## src/hdl/pif_pkg.sv

```systemverilog
package pif_pkg;

    localparam int          PIF_REG_W      = 8;
    localparam int          PIF_APB_DW     = 32;
    localparam int          PIF_APB_AW     = 32;

    // Register indices; byte address is four times the index
    localparam logic [7:0]  PIF_FLAGS_IDX  = 8'h0d;
    localparam logic [7:0]  PIF_STATUS_IDX = 8'h0e;
    localparam logic [7:0]  PIF_MASK_IDX   = 8'h0f;

    // Field positions, shared by flags, status and mask
    localparam int          PIF_LOW_BIT    = 7;
    localparam int          PIF_COLL_BIT   = 3;
    localparam logic [7:0]  PIF_IMPL_MASK  =
        (8'h01 << PIF_LOW_BIT) | (8'h01 << PIF_COLL_BIT);

    // Reset values
    localparam logic [7:0]  PIF_FLAGS_RST  = 8'h00;
    localparam logic [7:0]  PIF_STATUS_RST = 8'h00;
    localparam logic [7:0]  PIF_MASK_RST   = 8'h00;

    typedef enum logic [1:0]
    {
        PIF_ST_IDLE = 2'b01,
        PIF_ST_ACK  = 2'b10
    } pif_state_t;

    typedef struct packed
    {
        logic                  psel;
        logic                  penable;
        logic                  pwrite;
        logic [PIF_APB_AW-1:0] paddr;
        logic [PIF_APB_DW-1:0] pwdata;
    } pif_apb_req_t;

    typedef struct packed
    {
        logic                  pready;
        logic                  pslverr;
        logic [PIF_APB_DW-1:0] prdata;
    } pif_apb_rsp_t;

    typedef struct packed
    {
        logic lowSupply;
        logic collision;
    } pif_events_t;

endpackage

```

## src/hdl/pif_irq_flags.sv

```systemverilog
// Contract
// Each flag is set by its event no matter how any enable is set.
// Software should clear a flag before enabling its interrupt.
// The low-supply flag at bit 7 sets on a low-supply event and holds.
// The collision flag at bit 3 sets on a bus collision and holds.
// Bits 6 to 4 and 2 to 0 read as zero and ignore writes.
// Flags reset to zero and a processor write stores the written value.
//
// Added by the designer: the APB register port.
`timescale 1ns/1ps
module pif_irq_flags
    import pif_pkg::*;
#(
    parameter int ADDR_W = 8
)
(
    input  wire logic         clk,
    input  wire logic         srst,
    input  wire pif_apb_req_t apbReq,
    output pif_apb_rsp_t      apbRsp,
    input  wire pif_events_t  events,
    output logic [7:0]        flagsOut,
    output logic              irq
);

    generate
        if (ADDR_W < 6 || ADDR_W > PIF_APB_AW)
        begin : g_bad_addr_w
            $error("ADDR_W must lie between 6 and 32");
        end
    endgenerate

    pif_state_t       state_reg;
    pif_apb_rsp_t     apbRsp_reg;
    logic             irq_reg;
    logic [7:0]       mask_reg;
    logic [7:0]       flagsQ;
    logic [7:0]       statusQ;
    logic [7:0]       eventVec;
    logic [7:0]       readData;
    logic [ADDR_W-3:0] wordAddr;
    logic             hitFlags;
    logic             hitStatus;
    logic             hitMask;
    logic             mapped;
    logic             accessReq;
    logic             commitWr;
    logic             wrFlags;
    logic             wrStatus;
    logic             wrMask;
    logic [7:0]       wrByte;

    // Address decode on the word index
    assign wordAddr  = apbReq.paddr[ADDR_W-1:2];
    assign hitFlags  = (wordAddr == (ADDR_W-2)'(PIF_FLAGS_IDX)) &&
                       (apbReq.paddr[1:0] == 2'h0);
    assign hitStatus = (wordAddr == (ADDR_W-2)'(PIF_STATUS_IDX)) &&
                       (apbReq.paddr[1:0] == 2'h0);
    assign hitMask   = (wordAddr == (ADDR_W-2)'(PIF_MASK_IDX)) &&
                       (apbReq.paddr[1:0] == 2'h0);
    assign mapped    = hitFlags | hitStatus | hitMask;

    assign accessReq = apbReq.psel && apbReq.penable;

    // Write lands on the edge where pready is sampled high
    assign commitWr  = (state_reg == PIF_ST_ACK) && accessReq &&
                       apbReq.pwrite;
    assign wrByte    = apbReq.pwdata[7:0] & PIF_IMPL_MASK;
    assign wrFlags   = commitWr && hitFlags;
    assign wrStatus  = commitWr && hitStatus;
    assign wrMask    = commitWr && hitMask;

    // Event vector in the shared bit layout
    always_comb
    begin
        eventVec               = 8'h00;
        eventVec[PIF_LOW_BIT]  = events.lowSupply;
        eventVec[PIF_COLL_BIT] = events.collision;
    end

    // Flag and status cells for implemented positions only
    genvar gi;
    generate
        for (gi = 0; gi < PIF_REG_W; gi++)
        begin : g_bits
            if (PIF_IMPL_MASK[gi])
            begin : g_impl
                // Set path ignores mask and any global enable
                pif_flag_cell
                #(
                    .W1C     (1'b0),
                    .RST_VAL (PIF_FLAGS_RST[gi])
                )
                u_flag
                (
                    .clk    (clk),
                    .srst   (srst),
                    .setEvt (eventVec[gi]),
                    .wrEn   (wrFlags),
                    .wrBit  (wrByte[gi]),
                    .flagQ  (flagsQ[gi])
                );

                pif_flag_cell
                #(
                    .W1C     (1'b1),
                    .RST_VAL (PIF_STATUS_RST[gi])
                )
                u_status
                (
                    .clk    (clk),
                    .srst   (srst),
                    .setEvt (eventVec[gi]),
                    .wrEn   (wrStatus),
                    .wrBit  (wrByte[gi]),
                    .flagQ  (statusQ[gi])
                );
            end
            else
            begin : g_unimpl
                assign flagsQ[gi]  = 1'b0;
                assign statusQ[gi] = 1'b0;
            end
        end
    endgenerate

    always_ff @(posedge clk)
    begin
        if (srst)
            mask_reg <= PIF_MASK_RST;
        else if (wrMask)
            mask_reg <= wrByte;
    end

    always_comb
    begin
        readData = 8'h00;
        if (hitFlags)
            readData = flagsQ;
        else if (hitStatus)
            readData = statusQ;
        else if (hitMask)
            readData = mask_reg;
    end

    // One wait cycle, then pready for one cycle
    always_ff @(posedge clk)
    begin
        if (srst)
            state_reg <= PIF_ST_IDLE;
        else
        begin
            case (state_reg)
                PIF_ST_IDLE:
                    if (accessReq)
                        state_reg <= PIF_ST_ACK;
                PIF_ST_ACK:
                    state_reg <= PIF_ST_IDLE;
                default:
                    state_reg <= PIF_ST_IDLE;
            endcase
        end
    end

    always_ff @(posedge clk)
    begin
        if (srst)
            apbRsp_reg <= '0;
        else if (state_reg == PIF_ST_IDLE && accessReq)
        begin
            apbRsp_reg.pready  <= 1'b1;
            apbRsp_reg.pslverr <= ~mapped;
            apbRsp_reg.prdata  <= apbReq.pwrite ? '0 :
                                  {24'h000000, readData};
        end
        else
            apbRsp_reg <= '0;
    end

    always_ff @(posedge clk)
    begin
        if (srst)
            irq_reg <= 1'b0;
        else
            irq_reg <= |(statusQ & mask_reg);
    end

    assign apbRsp   = apbRsp_reg;
    assign irq      = irq_reg;
    assign flagsOut = flagsQ;
endmodule // pif_irq_flags

```

## src/hdl/pif_flag_cell.sv

```systemverilog
`timescale 1ns/1ps
module pif_flag_cell
    import pif_pkg::*;
#(
    parameter bit W1C     = 1'b0,
    parameter bit RST_VAL = 1'b0
)
(
    input  wire logic clk,
    input  wire logic srst,
    input  wire logic setEvt,
    input  wire logic wrEn,
    input  wire logic wrBit,
    output logic      flagQ
);

    logic flag_reg;
    logic flag_next;

    // Hardware set always beats a software clear
    always_comb
    begin
        if (W1C)
            flag_next = setEvt | (flag_reg & ~(wrEn & wrBit));
        else
            flag_next = setEvt | (wrEn ? wrBit : flag_reg);
    end

    always_ff @(posedge clk)
    begin
        if (srst)
            flag_reg <= RST_VAL;
        else
            flag_reg <= flag_next;
    end

    assign flagQ = flag_reg;

endmodule // pif_flag_cell

```

## config.mk

```make
export PLATFORM = sky130hd
export DESIGN_NAME = pif_irq_flags
export DESIGN_NICKNAME = d
export VERILOG_FILES = /design/src/hdl/pif_pkg.sv /design/src/hdl/pif_irq_flags.sv /design/src/hdl/pif_flag_cell.sv
export SDC_FILE = /design/constraint.sdc
export NUM_CORES = 1
export LEC_CHECK = 0
export BUFFER_PORTS_ARGS = -buffer_cell sky130_fd_sc_hd__buf_2
export CORE_ASPECT_RATIO = 1.1
export CORE_UTILIZATION = 34
export DETAILED_ROUTE_END_ITERATION = 7
export PLACE_DENSITY = 0.86
export SETUP_SLACK_MARGIN = 0.5
export SYNTH_ARGS = -nofsm -noshare
export SYNTH_HDL_FRONTEND = slang
export SYNTH_SLANG_ARGS = --single-unit
```

## constraint.sdc

```tcl
create_clock -name clk -period 3.6 [get_ports clk]
set_clock_uncertainty 0.1 [all_clocks]
set_input_delay 0.18 -clock clk [delete_from_list [all_inputs] [get_ports clk]]
set_output_delay 0.18 -clock clk [all_outputs]
set_load 0.01 [all_outputs]
```

* Word-level counts from Yosys, hierarchy flattened *
Index checks and enable logic that the tools add are counted.

operators by class
  equal/unequal tests = 5
  multiplexer cells = 7
  bitwise logic cells = 16
  reduce and logical (&&, ||, !) cells = 15

operators by type and width
  operator                                                               number
  34-bit 2-to-1 mux                                                      1
  8-bit 2-to-1 mux                                                       4
  6-bit by 4-bit equality test with 1-bit output, second input constant  3
  1-bit logical AND                                                      10
  8-bit AND                                                              1
  8-bit OR reduction                                                     1
  1-bit OR                                                               6
  1-bit inverter                                                         5
  1-bit AND                                                              4
  2-bit OR reduction                                                     2
  3-bit OR reduction                                                     1
  2-bit by 1-bit equality test with 1-bit output, second input constant  1
  2-bit equality test, second input constant                             1
  2-bit logical NOT                                                      1
  1-bit 2-to-1 mux                                                       2

word-level totals
  register bits after elaboration = 37
  input port bits = 71
  output and inout port bits = 43
  logic and storage cells = 54

* Depth between registers and ports, before layout *
Gate-level depths: netlist of the first run.

  depth in word-level cells = 8
  gate-level depth with buffers = 6
  depth with buffers taken out = 5

* By module *
From an unflattened synthesis of the first run, not the netlist that was laid out.

unflattened totals
  cell total of the unflattened synthesis = 94
  area, all modules = 825.8 um^2

by module, submodules not included
  module                                         instances  cells each  area an instance (um^2)  sequential area each (um^2)
  pif_irq_flags                                  1          78          675.6                    180.2
  pif_flag_cell (g_bits[3].g_impl.u_flag ...)    2          4           38.8                     20.0
  pif_flag_cell (g_bits[3].g_impl.u_status ...)  2          4           36.3                     20.0

* Worst setup path before layout of the first run *
Ideal clock, no wire load.

  path type = reg-to-reg
  from = register state_reg[1]
  to = register apbRsp_reg, in the netlist apbRsp[3]
  library setup time = 0.088 ns
  arrival = 1.179 ns
  required time = 3.412 ns
  path slack = 2.234 ns
  stages on the path, launching flop included = 6
  buffers on the path = 0
  clock period less this slack = 1.366 ns
  cell sequence = dfxtp_1 > nor2_2 > and3_4 > inv_2 > or3_4 > nor4_2

on the way
  longest elaborated chain between the ends = 4

ends and longest elaborated chain
  what                                            RTL line              text
  from (decl)                                     pif_irq_flags.sv:33   pif_state_t state_reg;
  from (signal assigned)                          pif_irq_flags.sv:150  state_reg <= PIF_ST_IDLE;
  from (signal assigned)                          pif_irq_flags.sv:156  state_reg <= PIF_ST_ACK;
  from (signal assigned)                          pif_irq_flags.sv:158  state_reg <= PIF_ST_IDLE;
  2-bit by 1-bit equality test with 1-bit output  pif_irq_flags.sv:169  else if (state_reg == PIF_ST_IDLE && accessReq)
  1-bit logical AND                               pif_irq_flags.sv:169
  1-bit inverter (no line)                        --
  3-bit OR reduction (no line)                    --
  to (decl)                                       pif_irq_flags.sv:34   pif_apb_rsp_t apbRsp_reg;

No other way between the ends.
A chain may end at the register's enable or synchronous reset.

* Worst setup path after layout of the first run *
Ends and elaborated chain as after synthesis.

==> results of run 1 <==
metal layers:
| layer | track usage (%) | part of all wire, % | vias to the layer above |
|---|---|---|---|
| li1 | - | - | 306 |
| met1 | 10.39 | 39 | 260 |
| met2 | 14.29 | 46 | 54 |
| met3 | 2.204 | 15 | 0 |
| met4 | 4.762 | 0 | 0 |
| met5 | 0 | 0 | - |
worst paths after layout:
| kind | to | depth (start not counted) | slack [ps] | start |
|---|---|---|---|---|
| max | apbRsp[3]$_SDFF_PP0_ | 5 | 2120 | state_reg[1]$_SDFFE_PP0N_ |
| min | g_bits[3].g_impl.u_status.flagQ$_SDFF_PP0_ | 2 | 30 | apbReq[3] |
| max reg2reg | apbRsp[3]$_SDFF_PP0_ | 5 | 2120 | state_reg[1]$_SDFFE_PP0N_ |
| min reg2reg | apbRsp[33]$_SDFF_PP0_ | 1 | 390 | state_reg[0]$_SDFFE_PP1N_ |
power groups by stage:
| stage | clock (mW) | sequential, mW | combinational [mW] |
|---|---|---|---|
| 4_1_cts | 0.0906 | 0.152 | 0.0488 |
| 3_5_place_dp | 0 | 0.156 | 0.0486 |
| 5_1_grt | 0.0979 | 0.153 | 0.0548 |
| 3_3_place_gp | 0 | 0.155 | 0.0482 |
| 2_1_floorplan | 0 | 0.155 | 0.0634 |
| 6_report | 0.0873 | 0.152 | 0.0493 |
kinds of logic (layout without fill, tap and decap cells):
group / Yosys count / after routing / synth area share (%)
compound gates: 7 / 7 / 5.706
flops: 13 / 13 / 29.67
simple gates: 36 / 36 / 26.82
mux: 2 / 2 / 2.283
buf+inv: 42 / 30 / 35.09
other cells: 1 / 36 / 0.4275
Yosys cell counts (2+ instances only):
cell type	number
nand2b_1	4
nor4_2	2
a211oi_1	2
mux2i_1	2
nand4_1	2
buf_4	38
a311oi_1	2
dfxtp_1	13
nor2_1	13
nor3_1	2
inv_1	2
a21oi_1	2
stage by stage:
step	hold slack [ps]	instance area, sq um	instances
finish	30.96	890.9	154
global route	27.10	890.9	154
CTS	23.89	890.9	154
detailed placement	316.9	864.6	150
global placement	317.1	864.6	150
floorplan	186.3	1008	136
area by class of cell:
cell class,count,share of cell area [%]
Clock buffer,4,2.949
Timing Repair Buffer,23,12.92
Sequential cell,13,29.21
Inverter,3,1.264
Multi-Input combinational cell,81,49.44
Tap cell,30,4.213
==> metrics.md, run 1 <==
| Metric | Value |
|---|---|
| Status | `finished clean` |
| RSZ-0062 raised after global routing | `no` |
| Die ar. | `between 2000 and 3000 sq um` |
| Crit start category | `register` |
| PwrDens | `324.0 nW/um^2` |
| Clock power frac | `about 30%` |
| Post-CTS setup buffers | `0` |
| DRC | `0` |
| Dpl hpwl | `roughly 1100 microns` |
| Post-Syn Area | `around 880 sq um` |
| Inserted Clock Buffers | `3` |
| Clock Latency Late Sink | `around 270 ps` |
| Gate Count Post-Synth | `between 100 and 150` |
| Yosys warning total | `0` |
| Clock root buffer | `clkbuf_4` |
| Final setup vio count | `0` |
| Crit-path slowest cell | `or3_4` |
| Worst path required time | `3680 ps` |
| Crit. End Element | `register` |
| CP Class | `register to register` |
| Wirelength per Cell | `a little over 8 microns` |
| P&R area growth vs syn | `1.569%` |
| Ranking of synthesized cells by area | `buf_4 (33%), dfxtp_1 (30%), nor2_1 (5.6%), nand2b_1 (2.9%), nor4_2 (2.9%)` |
| Vias | `a little over 600` |
| Drt total wl | `1272 microns` |
| Yosys top cell by area | `buf_4` |
| Most frequent cells in the layout | `conb_1 (36), buf_2 (23), nor2_1 (13), dfxtp_1 (13), nand2b_1 (4)` |
| Final period util | `~41%` |
| # diodes | `0` |
| Logic pwr share | `17.1%` |
| Hold_buf cts | `0` |
| Leak | `between 0.4 and 0.5 nW` |
| Register area | `between 200 and 300 sq um` |
| Flop and latch count out of synthesis | `13` |
| Gr ovfl total | `0` |
| Switch share | `28.27%` |
| Number of synthesized flops with an enable pin | `0` |
| Fmax achieved | `~680 MHz` |
| TritonCTS Sinks | `13` |
| Max-Cap Viols | `0` |
| Most used DFF post-synth | `dfxtp_1` |
| Core box area | `between 2000 and 2500 sq um` |
| Setup TNS | `0 ps` |
| Antenna violations before repair | `0` |
| Fraction of layout cells with a size suffix above 1 | `between 20% and 30%` |
| Detail Route Antenna Nets | `0` |
| Fin. max-slew vios | `0` |
| Starting density of the core | `between 30% and 40%` |
| Unique masters post-synth | `29` |
| Die Wd | `roughly 50 microns` |
| Most common cell after layout, fill and taps aside | `conb_1` |
| Psw | `~82 uW` |
| Final Hold Fails | `0` |
| Cts repair resizes | `0` |
| Final Power | `approximately 290 uW` |
| Clock Path Buffers | `2` |
| Fillers | `approximately 250` |
| Layout Utilization | `between 30% and 40%` |
| Slowest stage delay, CP | `340 ps` |
| Crit Path Max Fanout | `3` |
| Flop pwr share | `between 50% and 60%` |
| Top-area cell type share of the netlist area | `32.52%` |
| Hold Crit Class | `input port to register` |
| Largest net degree at the start of global routing | `11` |
| Max reg flops | `4` |
| Port bufs | `23` |
| Die boundary height | `55.27 microns` |
| Vias in the first global route | `around 450` |
| Final WS setup | `approximately 2100 ps` |
| Crit path cell chain | `nor2_2 > and3_4 > inv_2 > or3_4 > nor4_2` |
| Final nets | `196` |
| TritonCTS clock tree | `done` |
| Critical Path AT | `between 1500 and 2000 ps` |
| Multi-input gate area | `440.4 sq um` |
| Vias per cell | `around 4.0` |
| I/O pin count | `between 100 and 150` |
| First-pass GRT wire length | `approximately 1900 microns` |
| Starting DRC count in detailed routing | `14` |
| Synth async-reset ratio | `0%` |
| Overall global routing resource usage | `under 10%` |
| Crit-path leading delay family | `simple AND/OR/NAND/NOR gates` |
| Htree depth | `1` |
| Rows | `18` |
| Mean area per synthesized cell | `between 8 and 9 sq um` |
| Post-synthesis sequential area ratio | `around 30%` |
| Buf/Inv on CP | `1` |
| Dpl ws | `~2000 ps` |
| Max IR drop VDD | `about 0.00017 V` |
| CTS clock-pin slew for the worst setup and hold paths | `~70 ps` |
| Tmin final | `~1500 ps` |
| First-pass detailed-route iteration total | `4` |
| Cell internal pwr | `207.0 uW` |
| Routability Congestion | `0.7582` |
Note: power is estimated with default switching activity, not from simulation.
==> run 2, diff against run 1 <==
- ABC_AREA: default -> 1
- CORE_UTILIZATION: 34 -> 32
- PLACE_DENSITY: 0.86 -> 0.8
- clock period: 3.6 -> 1.45 ns (I/O delays scaled with it)
==> run 2 against run 1 <==
Final cell count is 24% higher; register-to-register slack worse by 1800 ps; first-iteration DRC count shrank 43%.
==> metrics.md, run 2 <==
| Metric | Value |
|---|---|
| Status | `finished clean (unchanged)` |
| Crit start category | `register (unchanged)` |
| TritonCTS Sinks | `13 (unchanged)` |
| Most common cell after layout, fill and taps aside | `conb_1 (unchanged)` |
| TritonCTS clock tree | `done (unchanged)` |
| Port bufs | `23 (unchanged)` |
| Met1 Use GR | `9.683% (was 10.39%)` |
| Die ar. | `3093 sq um (was 2787 sq um)` |
| Hold Slack | `23.15 ps (was 30.96 ps)` |
| Slowest stage delay, CP | `320 ps (was 340 ps)` |
| Largest net degree at the start of global routing | `8 (was 11)` |
| Buf/Inv on CP | `1 (unchanged)` |
| Dpl hpwl | `1121 microns (was 1074 microns)` |
| DRC | `0 (unchanged)` |
| Fraction of layout cells with a size suffix above 1 | `33.54% (was 28.23%)` |
| Gate Count Post-Synth | `126 (was 101)` |
| Final period util | `76.67% (was 41.13%)` |
| Global route hottest layer | `met2 (unchanged)` |
| Die boundary height | `58.23 microns (was 55.27 microns)` |
| Drt total wl | `1425 microns (was 1272 microns)` |
| Number of synthesized flops with an enable pin | `0 (unchanged)` |
| Synth async-reset ratio | `0% (unchanged)` |
| Inserted Clock Buffers | `3 (unchanged)` |
| Wirelength per Cell | `7.461 microns (was 8.260 microns)` |
| Post-Syn Area | `919.6 sq um (was 877.1 sq um)` |
| CP Class | `register to register (unchanged)` |
| Top-area cell type share of the netlist area | `31.02% (was 32.52%)` |
| Clock Latency Late Sink | `270 ps (about the same)` |
| Final nets | `230 (was 196)` |
| RSZ-0062 raised after global routing | `yes (was no)` |
| Vias | `732 (was 620)` |
| Crit-path slowest cell | `dfxtp_2 (was or3_4)` |
| CTS clock-pin slew for the worst setup and hold paths | `80 ps (was 70 ps)` |
| Met3 usage in global routing | `1.575% (was 2.204%)` |
| Crit-path leading delay family | `simple AND/OR/NAND/NOR gates (unchanged)` |
| Max-Cap Viols | `0 (unchanged)` |
| Critical Path AT | `1180 ps (was 1560 ps)` |
| First-pass detailed-route iteration total | `4 (unchanged)` |
| Starting density of the core | `33.41% (was 37.45%)` |
| Setup TNS | `0 ps (unchanged)` |
| Most frequent cells in the layout | `conb_1 (36), buf_2 (21), nand2_1 (15) (was conb_1 (36), buf_2 (23), nor2_1 (13), dfxtp_1 (13), nand2b_1 (4))` |
| First-pass GRT wire length | `2180 microns (was 1863 microns)` |
| Detail Route Antenna Nets | `0 (unchanged)` |
| Clock root buffer | `clkbuf_4 (unchanged)` |
| Flop and latch count out of synthesis | `13 (unchanged)` |
| Most common cell in the netlist | `buf_4 (unchanged)` |
| Top cells by count, synth | `buf_4 (38), nand2_1 (15), inv_1 (14) (was buf_4 (38), dfxtp_1 (13), nor2_1 (13))` |
| Met2 usage | `17.90% (was 14.29%)` |
| Fin. max-slew vios | `0 (unchanged)` |
| Crit Path Max Fanout | `7 (was 3)` |
| Core box area | `2753 sq um (was 2342 sq um)` |
| Yosys top cell by area | `buf_4 (unchanged)` |
| Overall global routing resource usage | `9.448% (was 8.796%)` |
| Yosys warning total | `0 (unchanged)` |
| Unique masters post-synth | `18 (was 29)` |
| Tmin final | `1112 ps (was 1481 ps)` |
| I/O pin count | `114 (unchanged)` |
| PwrDens | `707.3 nW/um^2 (was 324.0 nW/um^2)` |
| Gr ovfl total | `0 (unchanged)` |
| # diodes | `0 (unchanged)` |
| Rows | `20 (was 18)` |
| Die Wd | `53.12 microns (was 50.43 microns)` |
| Antenna violations before repair | `0 (unchanged)` |
| Final setup vio count | `0 (unchanged)` |
| Fillers | `303 (was 254)` |
| Vias in the first global route | `586 (was 446)` |
| Max IR drop VDD | `0.0003208 V (was 0.0001705 V)` |
| Ranking of synthesized cells by area | `buf_4 (31%), dfxtp_1 (28%), nand2_1 (6.1%), nor2_4 (6.1%), inv_1 (5.7%) (was buf_4 (33%), dfxtp_1 (30%), nor2_1 (5.6%), nand2b_1 (2.9%), nor4_2 (2.9%))` |
| Starting DRC count in detailed routing | `8 (was 14)` |
| Most used DFF post-synth | `dfxtp_1 (unchanged)` |
| Hold Crit Class | `input port to register (unchanged)` |
| Crit. End Element | `register (unchanged)` |
| Fmax achieved | `899.5 MHz (was 675.3 MHz)` |
| Leak | `0.5894 nW (was 0.4464 nW)` |
| Mean area per synthesized cell | `7.299 sq um (was 8.684 sq um)` |
| Vias per cell | `3.832 (was 4.026)` |
| Worst path required time | `1520 ps (was 3680 ps)` |
| Final Hold Fails | `0 (unchanged)` |
| Clock Path Buffers | `2 (unchanged)` |
| Post-synthesis sequential area ratio | `28.30% (was 29.67%)` |
| Crit path cell chain | `inv_2 > nand3_2 > nor2_4 > nand2_2 > o21ai_1 > nor2_1 (was nor2_2 > and3_4 > inv_2 > or3_4 > nor4_2)` |
| Routability Congestion | `0.8259 (was 0.7582)` |
| Htree depth | `1 (unchanged)` |
| P&R area growth vs syn | `15.24% (was 1.569%)` |
| Max reg flops | `4 (unchanged)` |
-- run 2: cell families (layout without fill, tap and decap cells) --
kind of cell,count (synthesis),after routing,synth area share (%)
DFF,13,13,28.30
other,1,36,0.4078
AOI/OAI and AO/OA,10,10,5.442
and+or+nand+nor,47,47,27.89
buffers and inverters,55,52,37.96
-- run 2: final timing paths --
path                                                 from                       end  slack, ps  cells after the start
worst max-delay path            state_reg[0]$_SDFFE_PP1N_  mask_reg[3]$_SDFFE_PP0P_        340                      6
worst min-delay path                                 srst  mask_reg[3]$_SDFFE_PP0P_         20                      4
worst max register to register  state_reg[0]$_SDFFE_PP1N_  mask_reg[3]$_SDFFE_PP0P_        340                      6
worst min register to register   mask_reg[7]$_SDFFE_PP0P_            irq$_SDFF_PP0_        380                      2
-- run 2: routing by layer --
metal  vias up  routed length [microns]
met4         0                       13
met1       302                      528
met2        55                      722
met3         2                      161
li1        373                        -
met5         -                        0
-- run 2: repair_timing --
item,CTS,global route
setup endpoints to repair,10,14
hold endpoints to repair,7,0
setup buffers,2,1
hold buffers,5,0
pin swaps,5,3
resized for setup,2,9
-- run 2: power by group --
group,internal [mW],leakage (nW),total (mW),switching [mW]
sequential,0.371,0.107,0.380,0.00885
combinational,0.0561,0.467,0.150,0.0940
clock,0.106,0.0150,0.220,0.113
-- run 2: layout make-up --
type	count	area [sq um]	share of cell area, %
Tap cell	33	41.29	3.896
Multi-Input combinational cell	93	451.7	42.62
Inverter	17	63.81	6.021
Timing Repair Buffer	31	211.5	19.95
Clock buffer	4	26.28	2.479
Sequential cell	13	265.3	25.03
-- run 2: per-stage QoR --
| step | power (mW) | cells | util [%] | cell area (sq um) | setup WS (ps) |
|---|---|---|---|---|---|
| after global routing | 0.7986 | 191 | 38.50 | 1060 | 245.0 |
| final | 0.7496 | 191 | 38.50 | 1060 | 338.3 |
| after detailed placement | 0.5121 | 179 | 33.73 | 928.4 | 332.9 |
| after global placement | 0.5094 | 179 | 33.73 | 928.4 | 368.0 |
| after floorplan | 0.5458 | 161 | - | 1057 | 432.5 |
| after CTS | 0.7455 | 190 | 37.27 | 1026 | 346.6 |
-- run 2: worst register-to-register path: cells and delay by family (launching register included) --
| family | cells | cell delay [ps] |
|---|---|---|
| AO/OA/AOI/OAI | 1 | 140 |
| buffers and inverters | 1 | 60 |
| flip-flops | 1 | 320 |
| AND/OR/NAND/NOR | 4 | 390 |
